--- config.mk ---
export PLATFORM = sky130hd
export DESIGN_NAME = rsc_top
export DESIGN_NICKNAME = d
export VERILOG_FILES = /design/src/logic/rsc_pkg.sv /design/src/logic/rsc_top.sv
export VERILOG_INCLUDE_DIRS = /design/src /design/src/logic
export SDC_FILE = /design/constraint.sdc
export NUM_CORES = 1
export LEC_CHECK = 0
export ABC_CLOCK_PERIOD_IN_PS = 1900
export BUFFER_PORTS_ARGS = -buffer_cell sky130_fd_sc_hd__buf_4
export CORE_MARGIN = 4
export CORE_UTILIZATION = 42
export CTS_CLUSTER_DIAMETER = 60
export CTS_CLUSTER_SIZE = 14
export DETAILED_ROUTE_END_ITERATION = 8
export HOLD_SLACK_MARGIN = 0.02
export PLACE_DENSITY = 0.74
export SLEW_MARGIN = 30
export SYNTH_ARGS = -nofsm -noshare
export SYNTH_HDL_FRONTEND = slang
export SYNTH_SLANG_ARGS = --single-unit
--- constraint.sdc ---
create_clock -name aclk -period 1.9 [get_ports aclk]
set_input_delay 0 -clock aclk [delete_from_list [all_inputs] [get_ports aclk]]
set_output_delay 0 -clock aclk [all_outputs]
set_load 0.005 [all_outputs]
--- src/logic/rsc_regs.svh ---
// Purpose: Offsets, field positions, reset values and timing counts of the reset source control block.
// Assumes: A 20 MHz bus clock.
// Notes: Definitions only.
`ifndef RSC_REGS_SVH
`define RSC_REGS_SVH
`define RSC_CTRL_OFFSET 12'h000
`define RSC_STATUS_OFFSET 12'h004
`define RSC_CTRL_SWRST_BIT 0
`define RSC_CTRL_BOEN_BIT 1
`define RSC_CTRL_WDSEL_BIT 2
`define RSC_CTRL_PMLO_BIT 4
`define RSC_CTRL_PMHI_BIT 5
`define RSC_CTRL_RESET 8'h00
`define RSC_CLK_KHZ 20000
`define RSC_BO_RESTART_DELAY_US 1000
`define RSC_BO_RESTART_CYCLES ((`RSC_BO_RESTART_DELAY_US * `RSC_CLK_KHZ) / 1000)
`define RSC_SOFT_HOLD_CYCLES 20
`define RSC_RESP_OKAY 2'h0
`define RSC_RESP_SLVERR 2'h2
`endif

--- src/logic/rsc_pkg.sv ---
// Purpose: Types shared by the reset source control block.
// Assumes: Nothing beyond the header.
// Notes: States and reset causes.
package rsc_pkg;
  typedef enum logic [1:0] {RSC_RUN, RSC_HOLD, RSC_BO_WAIT, RSC_SOFT_HOLD} rsc_state_t;
  typedef enum logic [1:0] {RSC_CAUSE_PIN, RSC_CAUSE_BROWNOUT, RSC_CAUSE_SOFT, RSC_CAUSE_WDOG} rsc_cause_t;
endpackage

--- src/logic/rsc_top.sv ---
// Purpose: Combines the reset pin, brown-out, software and watchdog resets into one sequenced reset.
// Assumes: All pin and monitor inputs are synchronous to aclk; registers sit on an AXI4-Lite slave.
// Notes: Outputs are registered, so every reaction shows one cycle after its cause.
`timescale 1ns/1ns
`include "rsc_regs.svh"
module rsc_top #(
  parameter int BO_RESTART_CYCLES = `RSC_BO_RESTART_CYCLES
) (
  input wire logic aclk,
  input wire logic aresetn,
  input wire logic [11:0] s_axi_awaddr,
  input wire logic s_axi_awvalid,
  output logic s_axi_awready,
  input wire logic [31:0] s_axi_wdata,
  input wire logic [3:0] s_axi_wstrb,
  input wire logic s_axi_wvalid,
  output logic s_axi_wready,
  output logic [1:0] s_axi_bresp,
  output logic s_axi_bvalid,
  input wire logic s_axi_bready,
  input wire logic [11:0] s_axi_araddr,
  input wire logic s_axi_arvalid,
  output logic s_axi_arready,
  output logic [31:0] s_axi_rdata,
  output logic [1:0] s_axi_rresp,
  output logic s_axi_rvalid,
  input wire logic s_axi_rready,
  input wire logic reset_pin_n,
  input wire logic supply_at_or_below_trip,
  input wire logic supply_at_or_above_release,
  input wire logic stop_mode,
  input wire logic watchdog_underflow,
  input wire logic ram_write_busy,
  input wire logic boot_mode_strap,
  input wire logic bus_width_8,
  input wire logic hold_request,
  output logic cpu_reset_n,
  output logic osc_reset,
  output logic sfr_full_reset,
  output logic sfr_partial_reset,
  output logic fetch_reset_vector,
  output logic pins_in_reset,
  output logic port0_oe,
  output logic port1_oe,
  output logic addr_oe,
  output logic write_strobe_n_out,
  output logic write_strobe_n_oe,
  output logic read_strobe_n_out,
  output logic read_strobe_n_oe,
  output logic upper_lane_enable_n_oe,
  output logic bus_clock_oe,
  output logic hold_acknowledge,
  output logic hold_acknowledge_oe,
  output logic aux_high_out,
  output logic aux_high_oe
);

  logic awready_reg, awready_next, wready_reg, wready_next;
  logic bvalid_reg, bvalid_next, arready_reg, arready_next, rvalid_reg, rvalid_next;
  logic [1:0] bresp_reg, bresp_next, rresp_reg, rresp_next;
  logic [31:0] rdata_reg, rdata_next;
  logic wr_fire, rd_fire, sw_req_pulse;
  logic boen_reg, boen_next, wdsel_reg, wdsel_next;
  logic [1:0] pmode_reg, pmode_next;
  logic ram_suspect_reg, ram_suspect_next;
  rsc_pkg::rsc_state_t state_reg, state_next;
  rsc_pkg::rsc_cause_t cause_reg, cause_next;
  logic [19:0] cnt_reg, cnt_next;
  logic brownout_trip, wdog_trip;
  logic cpu_rst_n_next, osc_rst_next, full_next, part_next, fetch_next, in_rst_next;
  logic [12:0] pin_next, pin_reg;

  assign wr_fire = s_axi_awvalid && s_axi_awready && s_axi_wvalid && s_axi_wready;
  assign rd_fire = s_axi_arvalid && s_axi_arready;
  assign sw_req_pulse = wr_fire && (s_axi_awaddr == `RSC_CTRL_OFFSET) && s_axi_wstrb[0]
    && s_axi_wdata[`RSC_CTRL_SWRST_BIT];
  // Brown-out is masked in stop mode, so it can neither reset nor wake the part there.
  assign brownout_trip = boen_reg && !stop_mode && supply_at_or_below_trip;
  assign wdog_trip = wdsel_reg && watchdog_underflow;

  // Address and data are taken together, so the order in which they arrive does not matter.
  always_comb
  begin
    awready_next = s_axi_awvalid && s_axi_wvalid && !awready_reg && !bvalid_reg;
    wready_next = awready_next;
    bvalid_next = bvalid_reg;
    bresp_next = bresp_reg;
    if (bvalid_reg && s_axi_bready)
      bvalid_next = 1'b0;
    if (wr_fire)
    begin
      bvalid_next = 1'b1;
      bresp_next = (s_axi_awaddr == `RSC_CTRL_OFFSET) ? `RSC_RESP_OKAY : `RSC_RESP_SLVERR;
    end
    arready_next = s_axi_arvalid && !arready_reg && !rvalid_reg;
    rvalid_next = rvalid_reg;
    rresp_next = rresp_reg;
    rdata_next = rdata_reg;
    if (rvalid_reg && s_axi_rready)
      rvalid_next = 1'b0;
    if (rd_fire)
    begin
      rvalid_next = 1'b1;
      rresp_next = `RSC_RESP_OKAY;
      rdata_next = 32'h0000_0000;
      if (s_axi_araddr == `RSC_CTRL_OFFSET)
      begin
        rdata_next[`RSC_CTRL_BOEN_BIT] = boen_reg;
        rdata_next[`RSC_CTRL_WDSEL_BIT] = wdsel_reg;
        rdata_next[`RSC_CTRL_PMHI_BIT:`RSC_CTRL_PMLO_BIT] = pmode_reg;
      end
      else if (s_axi_araddr == `RSC_STATUS_OFFSET)
        rdata_next[5:0] = {ram_suspect_reg, cause_reg, state_reg, cpu_reset_n};
      else
        rresp_next = `RSC_RESP_SLVERR;
    end
  end

  always_ff @(posedge aclk)
  begin
    if (!aresetn)
    begin
      awready_reg <= 1'b0;
      wready_reg <= 1'b0;
      bvalid_reg <= 1'b0;
      bresp_reg <= `RSC_RESP_OKAY;
      arready_reg <= 1'b0;
      rvalid_reg <= 1'b0;
      rresp_reg <= `RSC_RESP_OKAY;
      rdata_reg <= 32'h0000_0000;
    end
    else
    begin
      awready_reg <= awready_next;
      wready_reg <= wready_next;
      bvalid_reg <= bvalid_next;
      bresp_reg <= bresp_next;
      arready_reg <= arready_next;
      rvalid_reg <= rvalid_next;
      rresp_reg <= rresp_next;
      rdata_reg <= rdata_next;
    end
  end

  // Control bits and the RAM flag. A software write in the same cycle as a reset entry wins.
  always_comb
  begin
    boen_next = boen_reg;
    wdsel_next = wdsel_reg;
    pmode_next = pmode_reg;
    ram_suspect_next = ram_suspect_reg;
    if (state_reg == rsc_pkg::RSC_RUN && !reset_pin_n && ram_write_busy)
      ram_suspect_next = 1'b1;
    if (!reset_pin_n)
    begin
      // The pin clears all three; the end of a soft hold clears only the watchdog select; a brown-out leaves the enable untouched.
      boen_next = 1'b0;
      wdsel_next = 1'b0;
      pmode_next = 2'h0;
    end
    else if (state_reg == rsc_pkg::RSC_SOFT_HOLD && cnt_reg == 20'h00000)
      wdsel_next = 1'b0;
    if (wr_fire && s_axi_awaddr == `RSC_CTRL_OFFSET && s_axi_wstrb[0])
    begin
      boen_next = s_axi_wdata[`RSC_CTRL_BOEN_BIT];
      wdsel_next = s_axi_wdata[`RSC_CTRL_WDSEL_BIT];
      pmode_next = s_axi_wdata[`RSC_CTRL_PMHI_BIT:`RSC_CTRL_PMLO_BIT];
    end
    if (rd_fire && s_axi_araddr == `RSC_STATUS_OFFSET && !(!reset_pin_n && ram_write_busy))
      ram_suspect_next = 1'b0;
  end

  always_ff @(posedge aclk)
  begin
    if (!aresetn)
    begin
      boen_reg <= 1'b0;
      wdsel_reg <= 1'b0;
      pmode_reg <= 2'h0;
      ram_suspect_reg <= 1'b0;
    end
    else
    begin
      boen_reg <= boen_next;
      wdsel_reg <= wdsel_next;
      pmode_reg <= pmode_next;
      ram_suspect_reg <= ram_suspect_next;
    end
  end

  // Sequencer. The pin outranks every other source because it also restarts the oscillator.
  always_comb
  begin
    state_next = state_reg;
    cause_next = cause_reg;
    cnt_next = cnt_reg;
    fetch_next = 1'b0;
    if (!reset_pin_n)
    begin
      state_next = rsc_pkg::RSC_HOLD;
      cause_next = rsc_pkg::RSC_CAUSE_PIN;
    end
    else if (brownout_trip)
    begin
      state_next = rsc_pkg::RSC_BO_WAIT;
      cause_next = rsc_pkg::RSC_CAUSE_BROWNOUT;
      cnt_next = 20'(BO_RESTART_CYCLES);
    end
    else
    begin
      unique case (state_reg)
        rsc_pkg::RSC_RUN:
          if (sw_req_pulse || wdog_trip)
          begin
            state_next = rsc_pkg::RSC_SOFT_HOLD;
            cause_next = sw_req_pulse ? rsc_pkg::RSC_CAUSE_SOFT : rsc_pkg::RSC_CAUSE_WDOG;
            cnt_next = 20'(`RSC_SOFT_HOLD_CYCLES);
          end
        rsc_pkg::RSC_HOLD:
        begin
          // The host keeps the pin low long enough for the oscillator to start.
          state_next = rsc_pkg::RSC_RUN;
          fetch_next = 1'b1;
        end
        rsc_pkg::RSC_BO_WAIT:
          if (supply_at_or_above_release)
          begin
            if (cnt_reg == 20'h00000)
            begin
              state_next = rsc_pkg::RSC_RUN;
              fetch_next = 1'b1;
            end
            else
              cnt_next = cnt_reg - 20'h00001;
          end
          else
            cnt_next = 20'(BO_RESTART_CYCLES);
        rsc_pkg::RSC_SOFT_HOLD:
          if (cnt_reg == 20'h00000)
          begin
            state_next = rsc_pkg::RSC_RUN;
            fetch_next = 1'b1;
          end
          else
            cnt_next = cnt_reg - 20'h00001;
      endcase
    end
    in_rst_next = state_next != rsc_pkg::RSC_RUN;
    cpu_rst_n_next = !in_rst_next;
    osc_rst_next = !reset_pin_n;
    // Pin and brown-out flag a full register reset, though of these two only the pin clears this block's control bits; the other two spare the mode bits.
    full_next = in_rst_next && (cause_next == rsc_pkg::RSC_CAUSE_PIN
      || cause_next == rsc_pkg::RSC_CAUSE_BROWNOUT);
    part_next = in_rst_next && !full_next;
    // Order: port0, port1, addr, wr out/oe, rd out/oe, upper lane oe, clock oe, hold ack/oe, aux out/oe.
    pin_next = 13'h0000;
    if (in_rst_next && boot_mode_strap)
    begin
      // Port 1 is an input either way: data lane on a wide bus, plain port on a narrow one.
      pin_next[12:11] = 2'b00;
      pin_next[10] = 1'b1;
      pin_next[9:6] = 4'b1111;
      pin_next[5] = 1'b1;
      pin_next[4] = 1'b1;
      pin_next[3] = hold_request;
      pin_next[2] = 1'b1;
      pin_next[1:0] = 2'b11;
    end
  end

  always_ff @(posedge aclk)
  begin
    if (!aresetn)
    begin
      state_reg <= rsc_pkg::RSC_HOLD;
      cause_reg <= rsc_pkg::RSC_CAUSE_PIN;
      cnt_reg <= 20'h00000;
      cpu_reset_n <= 1'b0;
      osc_reset <= 1'b1;
      sfr_full_reset <= 1'b1;
      sfr_partial_reset <= 1'b0;
      fetch_reset_vector <= 1'b0;
      pins_in_reset <= 1'b1;
      pin_reg <= 13'h0000;
    end
    else
    begin
      state_reg <= state_next;
      cause_reg <= cause_next;
      cnt_reg <= cnt_next;
      cpu_reset_n <= cpu_rst_n_next;
      osc_reset <= osc_rst_next;
      sfr_full_reset <= full_next;
      sfr_partial_reset <= part_next;
      fetch_reset_vector <= fetch_next;
      pins_in_reset <= in_rst_next;
      pin_reg <= pin_next;
    end
  end

  assign {port0_oe, port1_oe, addr_oe, write_strobe_n_out, write_strobe_n_oe, read_strobe_n_out,
    read_strobe_n_oe, upper_lane_enable_n_oe, bus_clock_oe, hold_acknowledge, hold_acknowledge_oe,
    aux_high_out, aux_high_oe} = pin_reg;
  assign s_axi_awready = awready_reg;
  assign s_axi_wready = wready_reg;
  assign s_axi_bvalid = bvalid_reg;
  assign s_axi_bresp = bresp_reg;
  assign s_axi_arready = arready_reg;
  assign s_axi_rvalid = rvalid_reg;
  assign s_axi_rresp = rresp_reg;
  assign s_axi_rdata = rdata_reg;

endmodule

### Yosys cells after proc, flatten, opt, wreduce, memory -nomap -nowiden

Cells that the tools add are included.
Widths: inputs -> output; s select.

* output and inout bits: 60
* register bits: 62
* logic and storage cells: 122
* bits of input ports: 76

* equality and inequality tests: 8
* muxes and demuxes: 39
* reduce and logical (&&, ||, !) cells: 50
* bitwise logic cells: 2
* add/sub/neg operators: 1

Operators with widths (number)
* $mux 20: 4
* $pmux 20 s3: 1
* $mux 2: 16
* $logic_and 1x1->1: 26
* $logic_not 12->1: 2
* $logic_not 20->1: 1
* $sub 20x1->20 const B: 1
* $mux 1: 14
* $eq 12x3->1 const B: 1
* $mux 11: 1
* $logic_not 1->1: 9
* $pmux 2 s4: 1
* $mux 6: 1
* $reduce_bool 2->1: 3
* $eq 2x1->1 const B: 2
* $eq 2x2->1 const B: 2
* $logic_not 2->1: 2
* $reduce_bool 4->1: 1
* $ne 3x1->1 const B: 1
* $ne 3x2->1 const B: 1
* $pmux 1 s3: 1
* $reduce_and 3->1: 1
* $reduce_or 3->1: 1
* $logic_or 1x1->1: 2
* other kinds (4): 5

### Longest topological paths before layout

* depth after elaboration: 16
* mapped depth: 8
* mapped depth without buffers: 8

### Worst setup path before layout

Ideal clock, no wire load.

* path kind: flip-flop to flip-flop
* start: reg cnt_reg[0]
* end: reg pin_reg[3]
* setup slack: -0.102 ns
* buffers on the path: 0
* clock period less this slack: 2.002 ns
* library setup time: 0.115 ns
* arrival time: 1.887 ns
* cell stages (with the launch flop): 9
* path through: dfxtp_1 > inv_1 > ha_1 > or4b_4 > nor2_2 > a31oi_2 > a2111oi_4 > nor2_1 > and2_1

* cells in the longest elaborated chain, start to end: 9

RTL lines
* start: declaration: line rsc_top.sv:68 `logic [19:0] cnt_reg, cnt_next;`
* start signal: assignment: line rsc_top.sv:290 `cnt_reg <= cnt_next;`
* $logic_not 20->1 *: line rsc_top.sv:228, rsc_top.sv:239
* $mux 2 *: line rsc_top.sv:228, rsc_top.sv:239
* $mux 2: line rsc_top.sv:226 `if (supply_at_or_above_release)`
* $pmux 2 s4 *: line rsc_top.sv:211 `unique case (state_reg)`
* $mux 2 *: line rsc_top.sv:203 `else if (brownout_trip)`
* $mux 2 *: line rsc_top.sv:198 `if (!reset_pin_n)`
* $reduce_bool 2->1 *: line rsc_top.sv:248 `in_rst_next = state_next != rsc_pkg::RSC_RUN;`
* $logic_and 1x1->1 *: line rsc_top.sv:257 `if (in_rst_next && boot_mode_strap)`
* $reduce_and 2->1 (no line) *
* end signal: assignment: line rsc_top.sv:297 `pin_reg <= pin_next;`
* end: declaration: line rsc_top.sv:71 `logic [12:0] pin_next, pin_reg;`

Every way passes the cells marked *; elsewhere a longest branch is shown, timed or not.
A chain may end at the register's enable or synchronous reset.

### Worst setup path after layout

* start: reg cnt_reg[1]
* end: reg cnt_reg[11]

* cells in the longest elaborated chain, start to end: 5
* elaborated cells on any way between the ends: 6

RTL lines (line)
* $sub 20x1->20 or $logic_not 20->1 (tied branches)
* $mux 20 *: rsc_top.sv:228, rsc_top.sv:239
* $mux 20: rsc_top.sv:226
* $pmux 20 s3 *: rsc_top.sv:211
* $mux 20 *: rsc_top.sv:203

Marks and branches as above.

==> results.txt <==
The flow ran to the end, but the final reports show violations. The checks that failed: negative setup slack. The share of the core filled with cells in the final layout came out at 0.670. Setup violations remaining at the end of the flow were counted as 14.

The critical path required time is 2.12 ns. The later pin in the worst-skew pair is clocked with a latency of 0.31 ns. The share of cells above drive strength 1 is 0.411. The maximum count of clock buffers along a single path came out at 2.

The sequential share of the synthesized area came out at 0.349. The per-cell routed wire length is 16.0 µm. The peak clock frequency supported by timing came out at 481 MHz. For this design the ratio of total power to cell area is 550 mW/mm². The via count came out at 3207.

Data on the critical path arrives at its endpoint at 2.29 ns. Of all nets on the critical path, the largest fanout is 3. The routability congestion estimate is 0.917. The x dimension of the die came out at 89.9 µm.

In this run the critical register-to-register path is launched from cnt_reg[1]. Port buffering added 74 buffers. The worst hold-check slack is 0.0299 ns. The worst hold path begins at reset_pin_n. In this run, synthesis produced a sequential element count of 49. The critical path class is reg2reg. The total of fill cells in the finished design came out at 509. The final routed DRC violation total is 0. The area taken by multi-input logic gates is 0.00176 mm².

The class of the worst hold path is in2reg. The standby leakage power is 1.98 nW. The share of synthesized area in the top cell type comes to 0.349. The setup check on the worst reg-to-reg path leaves a slack of -0.18 ns. The H-tree depth reported by CTS is 2.

The number of design-rule violations left by the first detailed-router iteration is 271. The per-instance average area after synthesis is 8.09 µm². After synthesis, the cell types taking the most area are sky130_fd_sc_hd__dfxtp_1 35%, sky130_fd_sc_hd__buf_4 11%, sky130_fd_sc_hd__a21oi_1 5.7%. The post-synth design cell area came out at 0.00281 mm². The max capacitance violation total came out at 0. The tree built by TritonCTS fans out to 49 sinks. Summed over all layers, the routed wires come to 9200 µm. The number of library cell types mapped by synthesis is 58. Setup repair after global routing could not meet its margin everywhere.

The number of antenna repair diodes is 0. Synthesis produced a netlist whose cell count is 348. The total congestion overflow after global routing is 0. The area growth from synthesis to layout came out at 53.0%. The number of optimization iterations in the first detailed-route pass is 5. STA classifies the critical path startpoint as a flip-flop. The cell depth of the worst flop-to-flop path came out at 7.

The cell row count is 29. Pin placement for this block handled 136 I/O pins. The register with the most flip-flops in the layout has 20 of them. The die covers 0.00807 mm².

The buffer cell driving the clock tree root is sky130_fd_sc_hd__clkbuf_8. The final layout contains 579 nets. The post-synthesis async set-or-reset flop share is 0.

The post-route antenna net violation count came out at 0. After clock tree synthesis, the clock-pin slew on the worst setup and hold paths is 0.10 ns. The via count of the first global-routing pass came out at 3062. The worst setup path is captured at a flip-flop. The region available for standard cell placement spans 0.00642 mm². The peak supply drop is 330 µV. The vertical extent of the die is 89.9 µm.

The time the worst path needs with I/O delays and setup came out at 2.08 ns. The total placed instance area came out at 0.00373 mm². The finished cells cover 0.00430 mm². The completed layout was analyzed and its total power is 0.00237 W.

Across all setup checks in the final design, the least slack found is -0.178 ns. The TritonCTS clock tree is done. The starting density of the core is 0.438. The number of enable-type register cells in the synthesized netlist is 0.

The most common flop cell mapped by yosys is sky130_fd_sc_hd__dfxtp_1. The global-route wire length before repair is 14000 µm. The number of buffers created by CTS is 5.

The cell type with the largest total area after synthesis is sky130_fd_sc_hd__dfxtp_1. The clock skew after layout came out at 0.0103 ns. In this run the worst setup path terminates at cnt_reg[11]. In the finished design, the share of the clock period the worst path needs comes to 1.09. The destination of the worst register-to-register timing path is cnt_reg[11]. The number of max-slew violations in the final report came to 0. The placed wire-length estimate is 6500 µm. Entering global routing, the biggest net connects 22 pins. For this run, the total global-route usage over all layers was measured as 0.209. The combined flip-flop and latch cell area is 986 µm².

Dividing the detail-routed via count by the number of cells gives 5.57. The number of antenna violations at the first check in global routing is 0. The warning count from the yosys run came out at 0. The critical path starts at cnt_reg[1]. The number of hold violations in the final report came to 0.
[power breakdown]
part | leakage (nW) | internal, W | total [W] | switching (W)
Clock | 0.0574 | 0.000428 | 0.000793 | 0.000365
Sequential | 0.399 | 0.00105 | 0.00106 | 0.0000135
Combinational | 1.53 | 0.000276 | 0.000515 | 0.000240
[layer usage]
layer | GRT usage | vias up | part of all wire
met1 | 0.251 | 1485 | 0.39
met4 | 0.0842 | 0 | 0.023
met5 | 0 | - | 0
met2 | 0.360 | 196 | 0.50
li1 | - | 1500 | -
met3 | 0.0459 | 26 | 0.084
[how the worst min path moves through the flow]
stage                   end  slack [ns]  depth (start not counted)
2_1_floorplan  s_axi_wready        0.12                          2
3_3_place_gp     pin_reg[3]        0.21                          2
3_5_place_dp     pin_reg[3]        0.23                          2
4_1_cts            boen_reg        0.03                          3
5_1_grt            boen_reg        0.03                          3
6_report           boen_reg        0.03                          3
[Yosys cell counts (2+ instances only)]
cell / instances
sky130_fd_sc_hd__a22o_1: 2
sky130_fd_sc_hd__a211oi_1: 2
sky130_fd_sc_hd__nor4_1: 7
sky130_fd_sc_hd__nor4b_1: 3
sky130_fd_sc_hd__o41ai_1: 3
sky130_fd_sc_hd__ha_1: 5
sky130_fd_sc_hd__mux2i_1: 4
sky130_fd_sc_hd__o21ai_0: 10
sky130_fd_sc_hd__buf_2: 2
sky130_fd_sc_hd__dfxtp_1: 49
sky130_fd_sc_hd__or3_1: 4
sky130_fd_sc_hd__nand2b_1: 5
sky130_fd_sc_hd__nand2_1: 26
sky130_fd_sc_hd__and3_1: 2
sky130_fd_sc_hd__and2_1: 4
sky130_fd_sc_hd__inv_1: 12
sky130_fd_sc_hd__buf_4: 40
sky130_fd_sc_hd__a31oi_1: 5
sky130_fd_sc_hd__nand4_1: 4
sky130_fd_sc_hd__a21oi_1: 32
sky130_fd_sc_hd__a21o_1: 4
sky130_fd_sc_hd__a22oi_1: 2
sky130_fd_sc_hd__o21ai_1: 10
sky130_fd_sc_hd__o211ai_1: 6
sky130_fd_sc_hd__and4_1: 4
sky130_fd_sc_hd__o211a_1: 3
sky130_fd_sc_hd__nor2_1: 35
sky130_fd_sc_hd__buf_1: 2
sky130_fd_sc_hd__nor2_2: 2
sky130_fd_sc_hd__nand3_1: 10
sky130_fd_sc_hd__a32oi_1: 3
sky130_fd_sc_hd__nor3_1: 14
sky130_fd_sc_hd__o31ai_1: 4
sky130_fd_sc_hd__clkbuf_1: 4
[cell type report]
class | count | share of cell area
Timing Repair Buffer | 162 | 0.301
Sequential cell | 49 | 0.229
Clock buffer | 6 | 0.0192
Multi-Input combinational cell | 268 | 0.409
Tap cell | 77 | 0.0224
Inverter | 12 | 0.0105
Clock inverter | 2 | 0.00872
[timing repair]
action | CTS | global route
pin swaps | 20 | 22
hold endpoints to repair | 11 | 0
hold buffers | 13 | 0
gates resized for setup | 19 | 35
endpoints found under the setup margin | 12 | 30
buffers inserted | 9 | 9
[critical path, cell delays in order, from the launching register on]
cell and delay (ns):
sky130_fd_sc_hd__dfxtp_2 0.34, sky130_fd_sc_hd__buf_6 0.11, sky130_fd_sc_hd__or4_4 0.57, sky130_fd_sc_hd__buf_6 0.15
sky130_fd_sc_hd__or3_4 0.37, sky130_fd_sc_hd__nor3_4 0.15, sky130_fd_sc_hd__a21oi_2 0.08, sky130_fd_sc_hd__o31ai_1 0.23
[per-stage QoR]
stage | std cells | setup TNS [ns] | worst slack [ns]
2_1_floorplan | 377 | -0.0245 | -0.0187
3_3_place_gp | 540 | -0.298 | -0.136
3_5_place_dp | 540 | -0.768 | -0.207
4_1_cts | 569 | -1.69 | -0.204
5_1_grt | 576 | -3.32 | -0.235
6_report | 576 | -1.51 | -0.178
[kinds of logic (layout without fill, tap and decap cells)]
| group | count (synthesis) | count (layout) | synth area share |
|---|---|---|---|
| other | 1 | 30 | 0.00133 |
| flip-flops | 49 | 49 | 0.349 |
| AND/OR/NAND/NOR | 131 | 131 | 0.247 |
| multiplexers | 4 | 4 | 0.0142 |
| buffers and inverters | 60 | 182 | 0.134 |
| adder cells (fa/ha/maj) | 5 | 5 | 0.0222 |
| AO/OA/AOI/OAI | 98 | 98 | 0.233 |
[cell usage in the layout, fill, tap and decap left out, types with 3 or more instances in the layout]
master,n
sky130_fd_sc_hd__nor3_1,8
sky130_fd_sc_hd__inv_1,9
sky130_fd_sc_hd__nor2_1,31
sky130_fd_sc_hd__a21oi_1,29
sky130_fd_sc_hd__o211ai_1,6
sky130_fd_sc_hd__o211a_1,3
sky130_fd_sc_hd__nand2_1,24
sky130_fd_sc_hd__ha_1,4
sky130_fd_sc_hd__o41ai_1,3
sky130_fd_sc_hd__clkbuf_8,6
sky130_fd_sc_hd__nor4_1,6
sky130_fd_sc_hd__nor3_4,3
sky130_fd_sc_hd__nor2_4,3
sky130_fd_sc_hd__nand3_1,9
sky130_fd_sc_hd__nor3_2,4
sky130_fd_sc_hd__buf_6,9
sky130_fd_sc_hd__dfxtp_1,45
sky130_fd_sc_hd__conb_1,30
sky130_fd_sc_hd__nand4_1,4
sky130_fd_sc_hd__o21ai_0,8
sky130_fd_sc_hd__nand2b_1,4
sky130_fd_sc_hd__a21o_1,4
sky130_fd_sc_hd__o21ai_1,11
sky130_fd_sc_hd__and2_1,4
sky130_fd_sc_hd__nor4b_2,3
sky130_fd_sc_hd__mux2i_1,4
sky130_fd_sc_hd__nor2_2,3
sky130_fd_sc_hd__buf_4,139
sky130_fd_sc_hd__dfxtp_2,4
sky130_fd_sc_hd__inv_2,3
sky130_fd_sc_hd__o31ai_1,4
sky130_fd_sc_hd__a31oi_1,5
sky130_fd_sc_hd__dlygate4sd3_1,13
Power figures use the tool's default switching activity.
